`src/rtl/ras_pkg.sv`:
```
// constants, register map and field layout of the alarm and status block
package ras_pkg;
   localparam int unsigned ADDR_W = 8;
   // printed offsets are word multiples, so they are byte addresses
   localparam logic [7:0] OFF_TIME_ALARM      = 8'h10;
   localparam logic [7:0] OFF_CALENDAR_ALARM  = 8'h14;
   localparam logic [7:0] OFF_EVENT_STATUS    = 8'h18;
   localparam logic [7:0] OFF_STATUS_CLEAR    = 8'h1C;
   localparam logic [7:0] OFF_IRQ_ENABLE_SET  = 8'h20;
   localparam logic [7:0] OFF_IRQ_DISABLE     = 8'h24;
   localparam logic [7:0] OFF_IRQ_MASK        = 8'h28;
   localparam logic [7:0] OFF_CONTROL         = 8'h00;
   localparam logic [31:0] RST_TIME_ALARM     = 32'h0000_0000;
   localparam logic [31:0] RST_CALENDAR_ALARM = 32'h0101_0000;
   // time alarm fields
   localparam int unsigned SEC_LSB = 0;
   localparam int unsigned SEC_EN  = 7;
   localparam int unsigned MIN_LSB = 8;
   localparam int unsigned MIN_EN  = 15;
   localparam int unsigned HOUR_LSB = 16;
   localparam int unsigned PM_BIT  = 22;
   localparam int unsigned HOUR_EN = 23;
   // calendar alarm fields
   localparam int unsigned MONTH_LSB = 16;
   localparam int unsigned MONTH_EN  = 23;
   localparam int unsigned DATE_LSB  = 24;
   localparam int unsigned DATE_EN   = 31;
   // status flag positions
   localparam int unsigned FLG_ACK = 0;
   localparam int unsigned FLG_ALR = 1;
   localparam int unsigned FLG_SEC = 2;
   localparam int unsigned FLG_TIM = 3;
   localparam int unsigned FLG_CAL = 4;
   localparam int unsigned NFLAGS  = 5;
   // control register fields
   localparam int unsigned CTL_UPDTIME = 0;
   localparam int unsigned CTL_CAL_UPDATE = 1;
   localparam int unsigned CTL_TSEL    = 8;
   localparam int unsigned CTL_CSEL    = 16;
   localparam logic [1:0] TSEL_MINUTE   = 2'h0;
   localparam logic [1:0] TSEL_HOUR     = 2'h1;
   localparam logic [1:0] TSEL_MIDNIGHT = 2'h2;
   localparam logic [1:0] TSEL_NOON     = 2'h3;
   localparam logic [1:0] CSEL_WEEK  = 2'h0;
   localparam logic [1:0] CSEL_MONTH = 2'h1;
   localparam logic [1:0] CSEL_YEAR  = 2'h2;
   typedef enum logic [1:0] {RAS_FREE, RAS_WAIT, RAS_GRANTED} ras_upd_t;
endpackage

```
`src/rtl/ras_flag_if.sv`:
```
// flag set and clear bundle between the top and the flag keeper
`timescale 1ns/1ns
interface ras_flag_if;
   logic [4:0] set;
   logic [4:0] clr;
   logic [4:0] flags;
   modport keeper (input set, input clr, output flags);
   modport user   (output set, output clr, input flags);
endinterface

```
`src/rtl/ras_alarm_cmp.sv`:
```
// alarm comparator for time and calendar alarm registers
`timescale 1ns/1ns
module ras_alarm_cmp (
   input  wire logic [31:0] time_alarm,
   input  wire logic [31:0] calendar_alarm,
   input  wire logic [6:0]  cur_second,
   input  wire logic [6:0]  cur_minute,
   input  wire logic [5:0]  cur_hour,
   input  wire logic        cur_pm,
   input  wire logic [5:0]  cur_date,
   input  wire logic [4:0]  cur_month,
   output logic             match
);
   logic s_en, m_en, h_en, d_en, mo_en;
   logic s_ok, m_ok, h_ok, d_ok, mo_ok;
   always_comb begin
      s_en  = time_alarm[ras_pkg::SEC_EN];
      m_en  = time_alarm[ras_pkg::MIN_EN];
      h_en  = time_alarm[ras_pkg::HOUR_EN];
      d_en  = calendar_alarm[ras_pkg::DATE_EN];
      mo_en = calendar_alarm[ras_pkg::MONTH_EN];
      s_ok  = time_alarm[ras_pkg::SEC_LSB +: 7] == cur_second;
      m_ok  = time_alarm[ras_pkg::MIN_LSB +: 7] == cur_minute;
      h_ok  = {time_alarm[ras_pkg::PM_BIT], time_alarm[ras_pkg::HOUR_LSB +: 6]}
              == {cur_pm, cur_hour};
      d_ok  = calendar_alarm[ras_pkg::DATE_LSB +: 6] == cur_date;
      mo_ok = calendar_alarm[ras_pkg::MONTH_LSB +: 5] == cur_month;
      // disabled fields pass; nothing enabled never matches
      match = (s_en | m_en | h_en | d_en | mo_en)
              & (~s_en | s_ok) & (~m_en | m_ok) & (~h_en | h_ok)
              & (~d_en | d_ok) & (~mo_en | mo_ok);
   end
endmodule

```
`src/rtl/ras_flags.sv`:
```
// sticky status flags; a set in the clear cycle wins
`timescale 1ns/1ns
module ras_flags (
   input  wire logic clk,
   input  wire logic rst,
   ras_flag_if.keeper f
);
   logic [4:0] flags_reg;
   always_ff @(posedge clk) begin
      if (rst) begin
         flags_reg <= 5'h00;
      end else begin
         flags_reg <= (flags_reg & ~f.clr) | f.set;
      end
   end
   assign f.flags = flags_reg;
endmodule

```
`src/rtl/ras_top.sv`:
```
// alarm compare, sticky status, clear and interrupt enable logic of the clock
//
// Notes on behaviour
// second alarm compared when bit 7 set
// bit 15 enables minute alarm matching
// minute alarm compared with BCD minute
// bit 23 enables hour and PM matching
// hour alarm plus PM compared with hour
// software disables, rewrites, re-enables time fields
// bit 31 enables date alarm matching
// calendar bit 23 enables month matching
// software disables, rewrites, re-enables date/month
// status bit 0 shows update granted
// status bit 1 sticky alarm flag
// status bit 2 sticky second flag
// status bit 3 sticky selected time event
// status bit 4 sticky selected calendar event
// clear register ones clear flags 0-4
// enable bit 0 enables update interrupt
// enable bit 1 enables alarm interrupt
// enable bit 2 enables second interrupt
// enable bits 3,4 enable time/calendar
// calendar select 0 week,1 month,2 year
// disable register ones disable interrupts
// grant only after time update request
// all enabled fields equal; none never matches
// irq when any enabled flag set
//
// Our own choices: the strobed register port and the register offsets.
`timescale 1ns/1ns
module ras_top (
   input  wire logic        clk,
   input  wire logic        rst,
   input  wire logic [7:0]  addr,
   input  wire logic [31:0] wdata,
   input  wire logic        wr,
   input  wire logic        rd,
   output logic [31:0]      rdata,
   input  wire logic [6:0]  cur_second,
   input  wire logic [6:0]  cur_minute,
   input  wire logic [5:0]  cur_hour,
   input  wire logic        cur_pm,
   input  wire logic [5:0]  cur_date,
   input  wire logic [4:0]  cur_month,
   input  wire logic        second_tick,
   input  wire logic        minute_change,
   input  wire logic        hour_change,
   input  wire logic        midnight,
   input  wire logic        noon,
   input  wire logic        week_change,
   input  wire logic        month_change,
   input  wire logic        year_change,
   input  wire logic        counters_stopped,
   output logic             time_update_request,
   output logic [1:0]       time_event_select,
   output logic [1:0]       calendar_event_select,
   output logic             irq
);
   logic [31:0]        time_alarm_reg;
   logic [31:0]        calendar_alarm_reg;
   logic [31:0]        control_reg;
   logic [4:0]         irq_mask_reg;
   logic               match;
   logic               match_q_reg;
   logic               time_ev;
   logic               cal_ev;
   logic               update_granted_flag;
   logic [31:0]        rdata_reg;
   ras_pkg::ras_upd_t  upd_reg;
   ras_pkg::ras_upd_t  upd_next;
   ras_flag_if         fl ();

   function automatic logic hit(input logic [7:0] a, input logic [7:0] off);
      hit = (a == off);
   endfunction

   ras_alarm_cmp u_cmp (
      .time_alarm     (time_alarm_reg),
      .calendar_alarm (calendar_alarm_reg),
      .cur_second     (cur_second),
      .cur_minute     (cur_minute),
      .cur_hour       (cur_hour),
      .cur_pm         (cur_pm),
      .cur_date       (cur_date),
      .cur_month      (cur_month),
      .match          (match)
   );

   ras_flags u_flags (
      .clk (clk),
      .rst (rst),
      .f   (fl.keeper)
   );

   // alarm registers; software follows disable, write, enable sequence
   always_ff @(posedge clk) begin
      if (rst) begin
         time_alarm_reg     <= ras_pkg::RST_TIME_ALARM;
         calendar_alarm_reg <= ras_pkg::RST_CALENDAR_ALARM;
      end else if (wr) begin
         if (hit(addr, ras_pkg::OFF_TIME_ALARM)) begin
            time_alarm_reg <= wdata & 32'h00FF_FF7F | (wdata & 32'h0000_0080);
         end
         if (hit(addr, ras_pkg::OFF_CALENDAR_ALARM)) begin
            calendar_alarm_reg <= wdata & 32'hBF9F_0000;
         end
      end
   end

   // control: update request and event selections
   always_ff @(posedge clk) begin
      if (rst) begin
         control_reg <= 32'h0000_0000;
      end else if (wr && hit(addr, ras_pkg::OFF_CONTROL)) begin
         control_reg <= wdata & 32'h0003_0303;
      end
   end

   assign time_update_request   = control_reg[ras_pkg::CTL_UPDTIME];
   assign time_event_select     = control_reg[ras_pkg::CTL_TSEL +: 2];
   assign calendar_event_select = control_reg[ras_pkg::CTL_CSEL +: 2];

   // grant after request and counters stopped; a new grant needs a new request
   always_comb begin
      upd_next = upd_reg;
      case (upd_reg)
         ras_pkg::RAS_FREE: begin
            if (time_update_request) begin
               upd_next = ras_pkg::RAS_WAIT;
            end
         end
         ras_pkg::RAS_WAIT: begin
            if (!time_update_request) begin
               upd_next = ras_pkg::RAS_FREE;
            end else if (counters_stopped) begin
               upd_next = ras_pkg::RAS_GRANTED;
            end
         end
         ras_pkg::RAS_GRANTED: begin
            if (!time_update_request) begin
               upd_next = ras_pkg::RAS_FREE;
            end
         end
         default: upd_next = ras_pkg::RAS_FREE;
      endcase
   end

   always_ff @(posedge clk) begin
      if (rst) begin
         upd_reg <= ras_pkg::RAS_FREE;
      end else begin
         upd_reg <= upd_next;
      end
   end

   // one-cycle pulse on entry to granted state
   assign update_granted_flag = (upd_next == ras_pkg::RAS_GRANTED)
                                && (upd_reg != ras_pkg::RAS_GRANTED);

   // edge on the match so a held match sets the flag once
   always_ff @(posedge clk) begin
      if (rst) begin
         match_q_reg <= 1'b0;
      end else begin
         match_q_reg <= match;
      end
   end

   always_comb begin
      case (time_event_select)
         ras_pkg::TSEL_MINUTE:   time_ev = minute_change;
         ras_pkg::TSEL_HOUR:     time_ev = hour_change;
         ras_pkg::TSEL_MIDNIGHT: time_ev = midnight;
         ras_pkg::TSEL_NOON:     time_ev = noon;
         default:                time_ev = 1'b0;
      endcase
   end

   // select value 3 is undefined and raises nothing
   always_comb begin
      case (calendar_event_select)
         ras_pkg::CSEL_WEEK:  cal_ev = week_change;
         ras_pkg::CSEL_MONTH: cal_ev = month_change;
         ras_pkg::CSEL_YEAR:  cal_ev = year_change;
         default:             cal_ev = 1'b0;
      endcase
   end

   always_comb begin
      fl.set = 5'h00;
      fl.set[ras_pkg::FLG_ACK] = update_granted_flag;
      fl.set[ras_pkg::FLG_ALR] = match & ~match_q_reg;
      fl.set[ras_pkg::FLG_SEC] = second_tick;
      fl.set[ras_pkg::FLG_TIM] = time_ev;
      fl.set[ras_pkg::FLG_CAL] = cal_ev;
      fl.clr = 5'h00;
      if (wr && hit(addr, ras_pkg::OFF_STATUS_CLEAR)) begin
         fl.clr = wdata[ras_pkg::NFLAGS-1:0];
      end
   end

   // interrupt mask: set by enable writes, cleared by disable writes
   always_ff @(posedge clk) begin
      if (rst) begin
         irq_mask_reg <= 5'h00;
      end else if (wr && hit(addr, ras_pkg::OFF_IRQ_ENABLE_SET)) begin
         irq_mask_reg <= irq_mask_reg | wdata[ras_pkg::NFLAGS-1:0];
      end else if (wr && hit(addr, ras_pkg::OFF_IRQ_DISABLE)) begin
         irq_mask_reg <= irq_mask_reg & ~wdata[ras_pkg::NFLAGS-1:0];
      end
   end

   assign irq = |(fl.flags & irq_mask_reg);

   // read data valid in the cycle after rd; unmapped and write-only read zero
   always_ff @(posedge clk) begin
      if (rst) begin
         rdata_reg <= 32'h0000_0000;
      end else if (rd) begin
         case (addr)
            ras_pkg::OFF_CONTROL:        rdata_reg <= control_reg;
            ras_pkg::OFF_TIME_ALARM:     rdata_reg <= time_alarm_reg;
            ras_pkg::OFF_CALENDAR_ALARM: rdata_reg <= calendar_alarm_reg;
            ras_pkg::OFF_EVENT_STATUS:   rdata_reg <= {27'h0, fl.flags};
            ras_pkg::OFF_IRQ_MASK:       rdata_reg <= {27'h0, irq_mask_reg};
            default:                     rdata_reg <= 32'h0000_0000;
         endcase
      end else begin
         rdata_reg <= 32'h0000_0000;
      end
   end

   assign rdata = rdata_reg;
endmodule

```
`config.mk`:
```
export PLATFORM = sky130hd
export DESIGN_NAME = ras_top
export DESIGN_NICKNAME = d
export VERILOG_FILES = /design/src/rtl/ras_pkg.sv /design/src/rtl/ras_flag_if.sv /design/src/rtl/ras_alarm_cmp.sv /design/src/rtl/ras_flags.sv /design/src/rtl/ras_top.sv
export SDC_FILE = /design/constraint.sdc
export NUM_CORES = 1
export LEC_CHECK = 0
export BUFFER_PORTS_ARGS = -buffer_cell sky130_fd_sc_hd__buf_4
export CAP_MARGIN = 20
export CORE_ASPECT_RATIO = 1.1
export CORE_MARGIN = 3
export CORE_UTILIZATION = 30
export CTS_CLUSTER_SIZE = 24
export DETAILED_ROUTE_END_ITERATION = 16
export GPL_ROUTABILITY_DRIVEN = 0
export PLACE_DENSITY = 0.6
export REMOVE_ABC_BUFFERS = 1
export SYNTH_ARGS = -nofsm -noshare
export SYNTH_HDL_FRONTEND = slang
export SYNTH_SLANG_ARGS = --single-unit
```
`constraint.sdc`:
```
create_clock -name clk -period 1.55 [get_ports clk]
set_input_delay 0.155 -clock clk [delete_from_list [all_inputs] [get_ports clk]]
set_output_delay 0.155 -clock clk [all_outputs]
set_load 0.005 [all_outputs]
```
Word-level counts from Yosys, hierarchy flattened
Index checks and enable logic that the tools add are counted.
{"block": "word_totals", "n_memories": 0, "mem_bits_ro": 0, "latch_bits": 0, "output_inout_bits": 38, "mem_bits_rw": 0, "ff_bits": 96}
{"block": "classes", "reduce_logical": 14, "eq_ne": 21, "magnitude_cmp": 0, "mux": 11, "shifts": 0, "bitwise": 30, "div": 0, "multipliers": 0, "add_sub_neg": 0}
{"cell": "one-hot mux 32 bit (5 select lines)", "count": 1}
{"cell": "== test 8 x 5 -> 1 bit, second input constant", "count": 4}
{"cell": "== test 8 x 6 -> 1 bit, second input constant", "count": 3}
{"cell": "OR 24 x 8 -> 24 bit", "count": 1}
{"cell": "== test 7 bit", "count": 3}
{"cell": "bitwise AND 5 bit", "count": 3}
{"cell": "two-way mux 5 bit", "count": 3}
{"cell": "== test 2 bit, second input constant", "count": 5}
{"cell": "inverter 5 bit", "count": 2}
{"cell": "OR 5 bit", "count": 2}
{"cell": "OR 1 bit", "count": 9}
{"cell": "zero test 8 bit", "count": 1}
{"cell": "two-way mux 2 bit", "count": 4}
{"cell": "inverter 1 bit", "count": 7}
{"cell": "bitwise AND 1 bit", "count": 6}
{"cell": "== test 2 x 1 -> 1 bit, second input constant", "count": 3}
{"cell": "== test 6 bit", "count": 1}
{"cell": "zero test 2 bit", "count": 3}
{"cell": "one-hot mux 2 bit (3 select lines)", "count": 1}
{"cell": "== test 5 bit", "count": 1}
{"cell": "logical AND 1 bit", "count": 5}
{"cell": "OR reduction 5 bit", "count": 1}
{"cell": "one-hot mux 1 bit (4 select lines)", "count": 1}
{"cell": "AND reduction 2 bit", "count": 2}
{"cell": "other kinds (4)", "count": 4}

Logic depth before layout (Yosys ltp)
Gate-level depths: netlist of the first run.
{"block": "depth", "depth_word": 11, "depth_mapped": 6, "ltp_nobuf": 5}

Modules after synthesis
From an unflattened synthesis of the first run, not the netlist that was laid out.
{"block": "unflattened", "hier_cells": 437, "hier_area_um2": 4197.8}
{"mod": "ras_top", "seq_area_each_um2": 1641.6, "cells_each": 371, "n_inst": 1, "area_each_um2": 3627.2}
{"mod": "ras_alarm_cmp", "seq_area_each_um2": 0.0, "cells_each": 46, "n_inst": 1, "area_each_um2": 395.4}
{"mod": "ras_flags", "seq_area_each_um2": 100.1, "cells_each": 20, "n_inst": 1, "area_each_um2": 175.2}

Least setup slack after synthesis of the first run
Ideal clock, no wire load.
{"block": "synth_timing", "path_type": "register to register", "from": "register calendar_alarm_reg[28]", "to": "register u_flags.flags_reg[1], in the netlist u_flags.f.flags[1]", "period_less_slack_ns": 1.405, "path_buffers": 0, "t_arrival_ns": 1.318, "path_stages_with_launch": 6, "setup_slack_ns": 0.145, "path_cell_list": "dfxtp_1 xor2_1 nor4_1 nand3_1 a221o_1 o31ai_1"}
{"block": "synth_between", "elab_chain_cells": 6}
{"item": "start, declared", "line_no": "ras_top.sv:60", "source": "logic [31:0] calendar_alarm_reg;"}
{"item": "start signal, assigned", "line_no": "ras_top.sv:99", "source": "calendar_alarm_reg <= ras_pkg::RST_CALENDAR_ALARM;"}
{"item": "start signal, assigned", "line_no": "ras_top.sv:105", "source": "calendar_alarm_reg <= wdata & 32'hBF9F_0000;"}
{"item": "== test 6 bit", "line_no": "ras_alarm_cmp.sv:26", "source": "d_ok = calendar_alarm[ras_pkg::DATE_LSB +: 6] == cur_date;"}
{"item": "OR 1 bit", "line_no": "ras_alarm_cmp.sv:31", "source": "& (~d_en | d_ok) & (~mo_en | mo_ok);"}
{"item": "bitwise AND 1 bit (2 in series)", "line_no": "ras_alarm_cmp.sv:31"}
{"item": "bitwise AND 1 bit", "line_no": "ras_top.sv:192", "source": "fl.set[ras_pkg::FLG_ALR] = match & ~match_q_reg;"}
{"item": "OR 5 bit", "line_no": "ras_flags.sv:13", "source": "flags_reg <= (flags_reg & ~f.clr) | f.set;"}
{"item": "end signal, assigned", "line_no": "ras_flags.sv:13"}
{"item": "end, declared", "line_no": "ras_flags.sv:8", "source": "logic [4:0] flags_reg;"}
Every way passes these cells.
A chain may end at the register's enable or synchronous reset.

Final worst setup path of the first run
Ends and elaborated chain as after synthesis.

==> metrics.csv, run 1 <==
stage,metric,value,unit
clock_network,clock buffer depth,2,
timing,Clock Skew,6.58,ps
synthesis,Post-synth EDFFs,0,
cells_and_area,Non-Filler Instances,687,
cells_and_area,nets@finish,617,
synthesis,Yosys warning total,0,
timing,final critical-path required period,1580,ps
timing,Peak Freq,635,MHz
power,P per Cell Area,906,nW/um^2
clock_network,CTS H-tree lvls,3,
synthesis,Synth Cell Area,3620,um^2
cells_and_area,Area Overhead vs Synth,43.2,%
worst_setup_path,Worst Path Arrival,1820,ps
worst_setup_path,Setup CP Type,flip-flop to flip-flop,
routing,mean routed wirelength per cell,15.3,um
cells_and_area,"commonest non-fill, non-tap cell in the layout",buf_4,
synthesis,dominant synthesized flop cell,dfxtp_1,
routing,via-per-instance ratio,4.84,
synthesis,Netlist cell types,38,
clock_network,Root Driver,clkbuf_16,
run_status,outcome,"finished, violations left",
worst_setup_path,CP max FO,2,
synthesis,"FFs w/ async S/R, synth",0,%
floorplan,die footprint,13400,um^2
timing,endpoints failing setup,1,
synthesis,largest cells by area after synthesis,"dfxtp_1 (48%), a21oi_1 (5.1%), nand2_1 (4.9%)",
worst_hold_path,hold path depth,3,
routing,WL final,10500,um
worst_setup_path,Worst Setup End Kind,flip-flop,
floorplan,# IOs,123,
global_routing,initial antenna violation count,0,
worst_setup_path,"Req. time, crit path",1800,ps
placed_design,placed cells,671,
cells_and_area,most frequent cells in the layout,"buf_4 (153), dfxtp_1 (83), nand2_1 (47), a21oi_1 (37)",
timing,RSZ-0062 raised after global routing,true,
routing,post-route ant nets,0,
routing,DRC,0,
clock_network,"Reg clk slew, reported paths",60,ps
cells_and_area,# diodes,0,
floorplan,core area,11600,um^2
routing,TritonRoute pass-1 iters,4,
worst_setup_path,Reg2Reg Depth,5,
synthesis,Synth Area per Inst,9.19,um^2
placed_design,I/O Buffers,120,
synthesis,cell count after synthesis,394,
global_routing,largest net degree at the start of global routing,47,
worst_setup_path,CP startpoint kind,flip-flop,
synthesis,"Seq/Total Area, Yosys",48.1,%
floorplan,Die Width,111,um
placed_design,HPWL after detailed placement,7710,um
power,VDD IR-drop max,0.459,mV
global_routing,grt total ovfl,0,
floorplan,die outline height,121,um
global_routing,vias in the first global route,3506,
clock_network,CTS tree,yes,
clock_network,worst-skew pair later-pin latency,340,ps
global_routing,Total Routing Usage GR,15.9,%
cells_and_area,layout cells sized above 1,34.6,%
power,Lkg Pwr,2.27,nW
timing,final worst-path cycle share,102,%
run_status,failing checks,negative setup slack,
power,Power Total,4.70,mW
flow_run,max-cap violations,0,
clock_network,"Hold-fix buffers, CTS",0,
routing,Via Count,3327,
timing,Final WS setup,-25.7,ps
global_routing,first-pass GRT wire length,16900,um
synthesis,"area leader, netlist",dfxtp_1,
cells_and_area,max reg flops,31,
timing,Slew Limit Fails,0,
worst_hold_path,min-delay worst type,primary input to flip-flop,
synthesis,Yosys top cell area share,48.1,%
floorplan,cell row count,41,
timing,Final Hold Vio Count,0,
clock_network,CTS buffer count,9,
routing,initial drt markers,181,
synthesis,"flops & latches, synth",87,
clock_network,clock tree sinks,87,
floorplan,Starting Density,31.1,%
through the flow:
step                utilization (%)  cell area (um^2)  setup slack [ps]  setup TNS, ps  hold slack, ps
global route                   44.5              5180              -129           -155            33.4
finish                         44.5              5180             -25.7          -25.7            28.2
global placement               41.6              4840             -85.0           -309             362
detailed placement             41.6              4840              -102           -436             375
CTS                            44.2              5150             -46.2          -46.2            20.6
floorplan                         -              3460             -1550         -52490             224
final timing paths:
kind	startpoint	end	slack, ps
worst max-delay path	calendar_alarm_reg[28]	u_flags.f.flags[1]	-30
worst min-delay path	second_tick	u_flags.f.flags[2]	30
worst max register to register	calendar_alarm_reg[28]	u_flags.f.flags[1]	-30
worst min register to register	match_q_reg	u_flags.f.flags[1]	410
final cells by class:
| cell class | instances | area [um^2] |
|---|---|---|
| clock buffer | 14 | 284 |
| clock inverter | 2 | 12.5 |
| fill | 1146 | 6460 |
| inverter | 3 | 11.3 |
| multi-input combinational | 276 | 1750 |
| sequential | 87 | 1750 |
| tap | 150 | 188 |
| timing repair buffer | 155 | 1190 |
routing by layer:
metal / part of all wire (%) / track usage [%] / routed length [um]
met5: 0 / 0 / 0
met4: 1.4 / 4.77 / 145
met3: 6.0 / 4.94 / 627
met2: 50 / 28.2 / 5280
met1: 42 / 18.3 / 4460
cell families (layout without fill, tap and decap cells):
logic type             Yosys count  after routing  share of synthesized area, %
AND/OR/NAND/NOR                162            162                          22.8
flip-flops                      87             87                          48.1
AO/OA/AOI/OAI                   63             63                          11.2
XOR/XNOR                        33             33                          7.98
multiplexers                    17             17                          5.04
other                            1              1                         0.104
buffers and inverters           31            174                          4.84
where the power goes:
part	switching [mW]	total, mW	internal, mW
clock	0.840	2.10	1.26
combinational	0.152	0.349	0.197
sequential	0.00691	2.25	2.24
synth_stat cells (all sizes together) (2+ instances only):
library cell,count
inv,3
clkbuf,12
xor2,15
and3,23
nor2,33
a222oi,8
buf,16
a211o,2
nor4b,2
nand2,47
nand3,33
nand4,5
xnor2,18
nand3b,4
nor3b,2
nor4,2
a22oi,7
o21ai,2
nor3,4
o41ai,3
nand2b,3
dfxtp,87
mux2i,16
a21oi,37
o31ai,3
critical path, cell delays in order, from the launching register on:
cell and delay, ps:
dfxtp_2 320, xor2_1 160, nor4_2 300, nand3_1 140
a221o_1 360, o31ai_1 200
what timing repair did:
item,in CTS,in global routing
buffers inserted,0,0
gates resized for setup,3,7
setup endpoints to repair,2,3
pin swaps,3,4
Note: power is estimated with default switching activity, not from simulation.
==> run 2, diff against run 1 <==
--- a/config.mk
+++ b/config.mk
@@ -6,7 +6,7 @@
 export NUM_CORES = 1
 export LEC_CHECK = 0
 export BUFFER_PORTS_ARGS = -buffer_cell sky130_fd_sc_hd__buf_4
-export CAP_MARGIN = 20
+export CAP_MARGIN = 10
 export CORE_ASPECT_RATIO = 1.1
 export CORE_MARGIN = 3
 export CORE_UTILIZATION = 30
==> constraint.sdc (replaced) <==
create_clock -name clk -period 1.55 [get_ports clk]
set_input_delay 0.0775 -clock clk [delete_from_list [all_inputs] [get_ports clk]]
set_output_delay 0.0775 -clock clk [all_outputs]
set_load 0.005 [all_outputs]
==> run 2 against run 1 <==
  * The flow still finishes with violations (negative setup slack)
  * Clock skew is essentially flat
  * Total power grew 6.3%
  * Sequential share of layout area shrank 0.68 points
  * Via count grew 2.1%
  * Hold slack lost 18 ps
  * Sequential power is essentially flat
  * Critical path type unchanged
  * Largest cell class unchanged
  * Largest power group is now the clock network
==> metrics.csv, run 2 (synthesis results as in run 1) <==
stage,metric,value,unit,change
run_status,outcome,"finished, violations left",,unchanged
run_status,failing checks,negative setup slack,,unchanged
floorplan,Starting Density,31.1,%,unchanged
worst_setup_path,cell chain of the critical path,xor2_1 > nor4_2 > nand3_1 > a221o_1 > o31ai_2,,was xor2_1 > nor4_2 > nand3_1 > a221o_1 > o31ai_1
global_routing,Total Routing Usage GR,15.7,%,was 15.9%
cells_and_area,layout cells sized above 1,32.8,%,was 34.6%
timing,RSZ-0062 raised after global routing,true,,unchanged
clock_network,CTS H-tree lvls,3,,unchanged
cells_and_area,max reg flops,31,,unchanged
placed_design,placed cells,661,,was 671
worst_setup_path,CP startpoint kind,flip-flop,,unchanged
power,P per Cell Area,944,nW/um^2,was 906 nW/um^2
worst_setup_path,critical path depth,5,,unchanged
global_routing,first-pass GRT wire length,16900,um,about the same
timing,Final WS setup,-1.30,ps,was -25.7 ps
floorplan,core area,11600,um^2,unchanged
clock_network,CTS tree,yes,,unchanged
global_routing,initial antenna violation count,0,,unchanged
routing,Via Count,3397,,"was 3,327"
global_routing,met2 Resource Use GR,26.4,%,was 28.2%
clock_network,CTS buffer count,9,,unchanged
timing,Clock Skew,6.27,ps,was 6.58 ps
power,VDD IR-drop max,0.448,mV,was 0.459 mV
floorplan,cell row count,41,,unchanged
cells_and_area,# diodes,0,,unchanged
worst_setup_path,Worst Setup End Kind,flip-flop,,unchanged
worst_setup_path,Worst Path Arrival,1790,ps,was 1820 ps
worst_setup_path,"Req. time, crit path",1790,ps,was 1800 ps
worst_setup_path,CP max FO,3,,was 2
global_routing,grt total ovfl,0,,unchanged
placed_design,HPWL after detailed placement,7670,um,was 7710 um
placed_design,I/O Buffers,120,,unchanged
cells_and_area,Non-Filler Instances,689,,was 687
flow_run,max-cap violations,0,,unchanged
worst_hold_path,min-delay worst type,primary input to flip-flop,,unchanged
cells_and_area,"commonest non-fill, non-tap cell in the layout",buf_4,,unchanged
clock_network,Root Driver,clkbuf_16,,unchanged
floorplan,Die Width,111,um,unchanged
clock_network,postcts setup bufs,0,,unchanged
timing,hold_ws,10.5,ps,was 28.2 ps
clock_network,clock tree sinks,87,,unchanged
worst_setup_path,Bufs and invs on worst path,0,,unchanged
worst_setup_path,Slowest cell on crit path,a221o_1,,unchanged
worst_setup_path,Reg-to-Reg Start,calendar_alarm_reg[25],,was calendar_alarm_reg[28]
timing,Final TNS setup,-1.30,ps,was -25.7 ps
global_routing,met3 global-route usage,4.09,%,was 4.94%
routing,DRC,0,,unchanged
worst_setup_path,Reg2Reg Depth,5,,unchanged
worst_setup_path,max incr delay on CP,370,ps,was 360 ps
routing,via-per-instance ratio,4.93,,was 4.84
cells_and_area,nets@finish,620,,was 617
floorplan,die footprint,13400,um^2,unchanged
placed_design,Post-Place Worst Slack,-126,ps,was -102 ps
global_routing,vias in the first global route,3382,,"was 3,506"
cells_and_area,Area Overhead vs Synth,46.2,%,was 43.2%
worst_hold_path,hold path depth,3,,unchanged
timing,Final Hold Vio Count,0,,unchanged
routing,post-route ant nets,0,,unchanged
worst_setup_path,crit-path leading delay family,compound AO/OA/AOI/OAI gates,,unchanged
global_routing,grt met1 use,19.3,%,was 18.3%
timing,Slew Limit Fails,0,,unchanged
timing,final worst-path cycle share,100,%,was 102%
floorplan,# IOs,123,,unchanged
clock_network,"Reg clk slew, reported paths",60,ps,about the same
power,Power Total,5.00,mW,was 4.70 mW
worst_hold_path,Hold Path End,time_alarm_reg[5],,was u_flags.f.flags[2]
worst_setup_path,FF-to-FF setup slack,-1,ps,was -30 ps
routing,TritonRoute pass-1 iters,5,,was 4
worst_hold_path,Hold Path Origin,wdata[5],,was second_tick
cells_and_area,most frequent cells in the layout,"buf_4 (142), dfxtp_1 (83), nand2_1 (47), a21oi_1 (37)",,"was buf_4 (153), dfxtp_1 (83), nand2_1 (47), a21oi_1 (37)"
routing,initial drt markers,240,,was 181
floorplan,die outline height,121,um,unchanged
worst_setup_path,Setup CP Type,flip-flop to flip-flop,,unchanged
timing,Peak Freq,645,MHz,was 635 MHz
power,Lkg Pwr,2.30,nW,was 2.27 nW
global_routing,largest net degree at the start of global routing,47,,unchanged
clock_network,clock buffer depth,2,,unchanged
routing,WL final,10600,um,"was 10,500 um"
timing,final critical-path required period,1550,ps,was 1580 ps
global_routing,Most Crowded Layer GR,met2,,unchanged
worst_setup_path,worst r2r dst,u_flags.f.flags[1],,unchanged
routing,mean routed wirelength per cell,15.3,um,about the same
clock_network,worst-skew pair later-pin latency,340,ps,about the same
timing,endpoints failing setup,1,,unchanged
[run 2: layout make-up]
| cell class | instances | area (um^2) |
|---|---|---|
| flip-flops and latches | 87 | 1750 |
| well taps | 150 | 188 |
| repair buffers | 158 | 1260 |
| clock buffers | 12 | 267 |
| multi-input cells | 276 | 1760 |
| fillers | 1110 | 6350 |
| clock inverters | 3 | 65.1 |
| inverters | 3 | 11.3 |
[run 2: how the worst max path moves through the flow]
stage                                 from            endpoint  slack, ps
floorplan                          addr[1]   time_alarm_reg[2]      -1470
global placement        time_alarm_reg[17]  u_flags.f.flags[1]        -80
detailed placement  calendar_alarm_reg[28]  u_flags.f.flags[1]       -130
CTS                 calendar_alarm_reg[24]  u_flags.f.flags[1]        -40
global route            time_alarm_reg[17]  u_flags.f.flags[1]        -80
finish              calendar_alarm_reg[25]  u_flags.f.flags[1]         -1
[run 2: worst min-delay path, cell delays in order]
cell	delay, ps
buf_4	110
nand3_1	50
a21oi_1	50
[run 2: through the flow]
stage / util, % / instance area (um^2)
2_1_floorplan: - / 3460
3_3_place_gp: 41.0 / 4780
3_5_place_dp: 41.0 / 4780
4_1_cts: 45.2 / 5260
5_1_grt: 45.4 / 5290
6_report: 45.4 / 5290
[run 2: what timing repair did]
| action | CTS | global route |
|---|---|---|
| cloned | 0 | 0 |
| hold endpoints to repair | 14 | 0 |
| gates resized for setup | 4 | 7 |
| hold buffers | 13 | 0 |
| setup endpoints to repair | 1 | 1 |
| pin swaps | 3 | 2 |
[run 2: per-layer routing]
metal / wire length [um] / share of wire [%] / vias up
met5: 0 / 0 / -
met4: 178 / 1.7 / 0
met3: 682 / 6.4 / 15
met2: 5230 / 49 / 128
met1: 4480 / 42 / 1589
li1: - / - / 1665
[run 2: where the power goes]
part	switching [mW]	internal, mW
registers	0.00634	2.24
logic	0.160	0.217
clock network	0.838	1.53
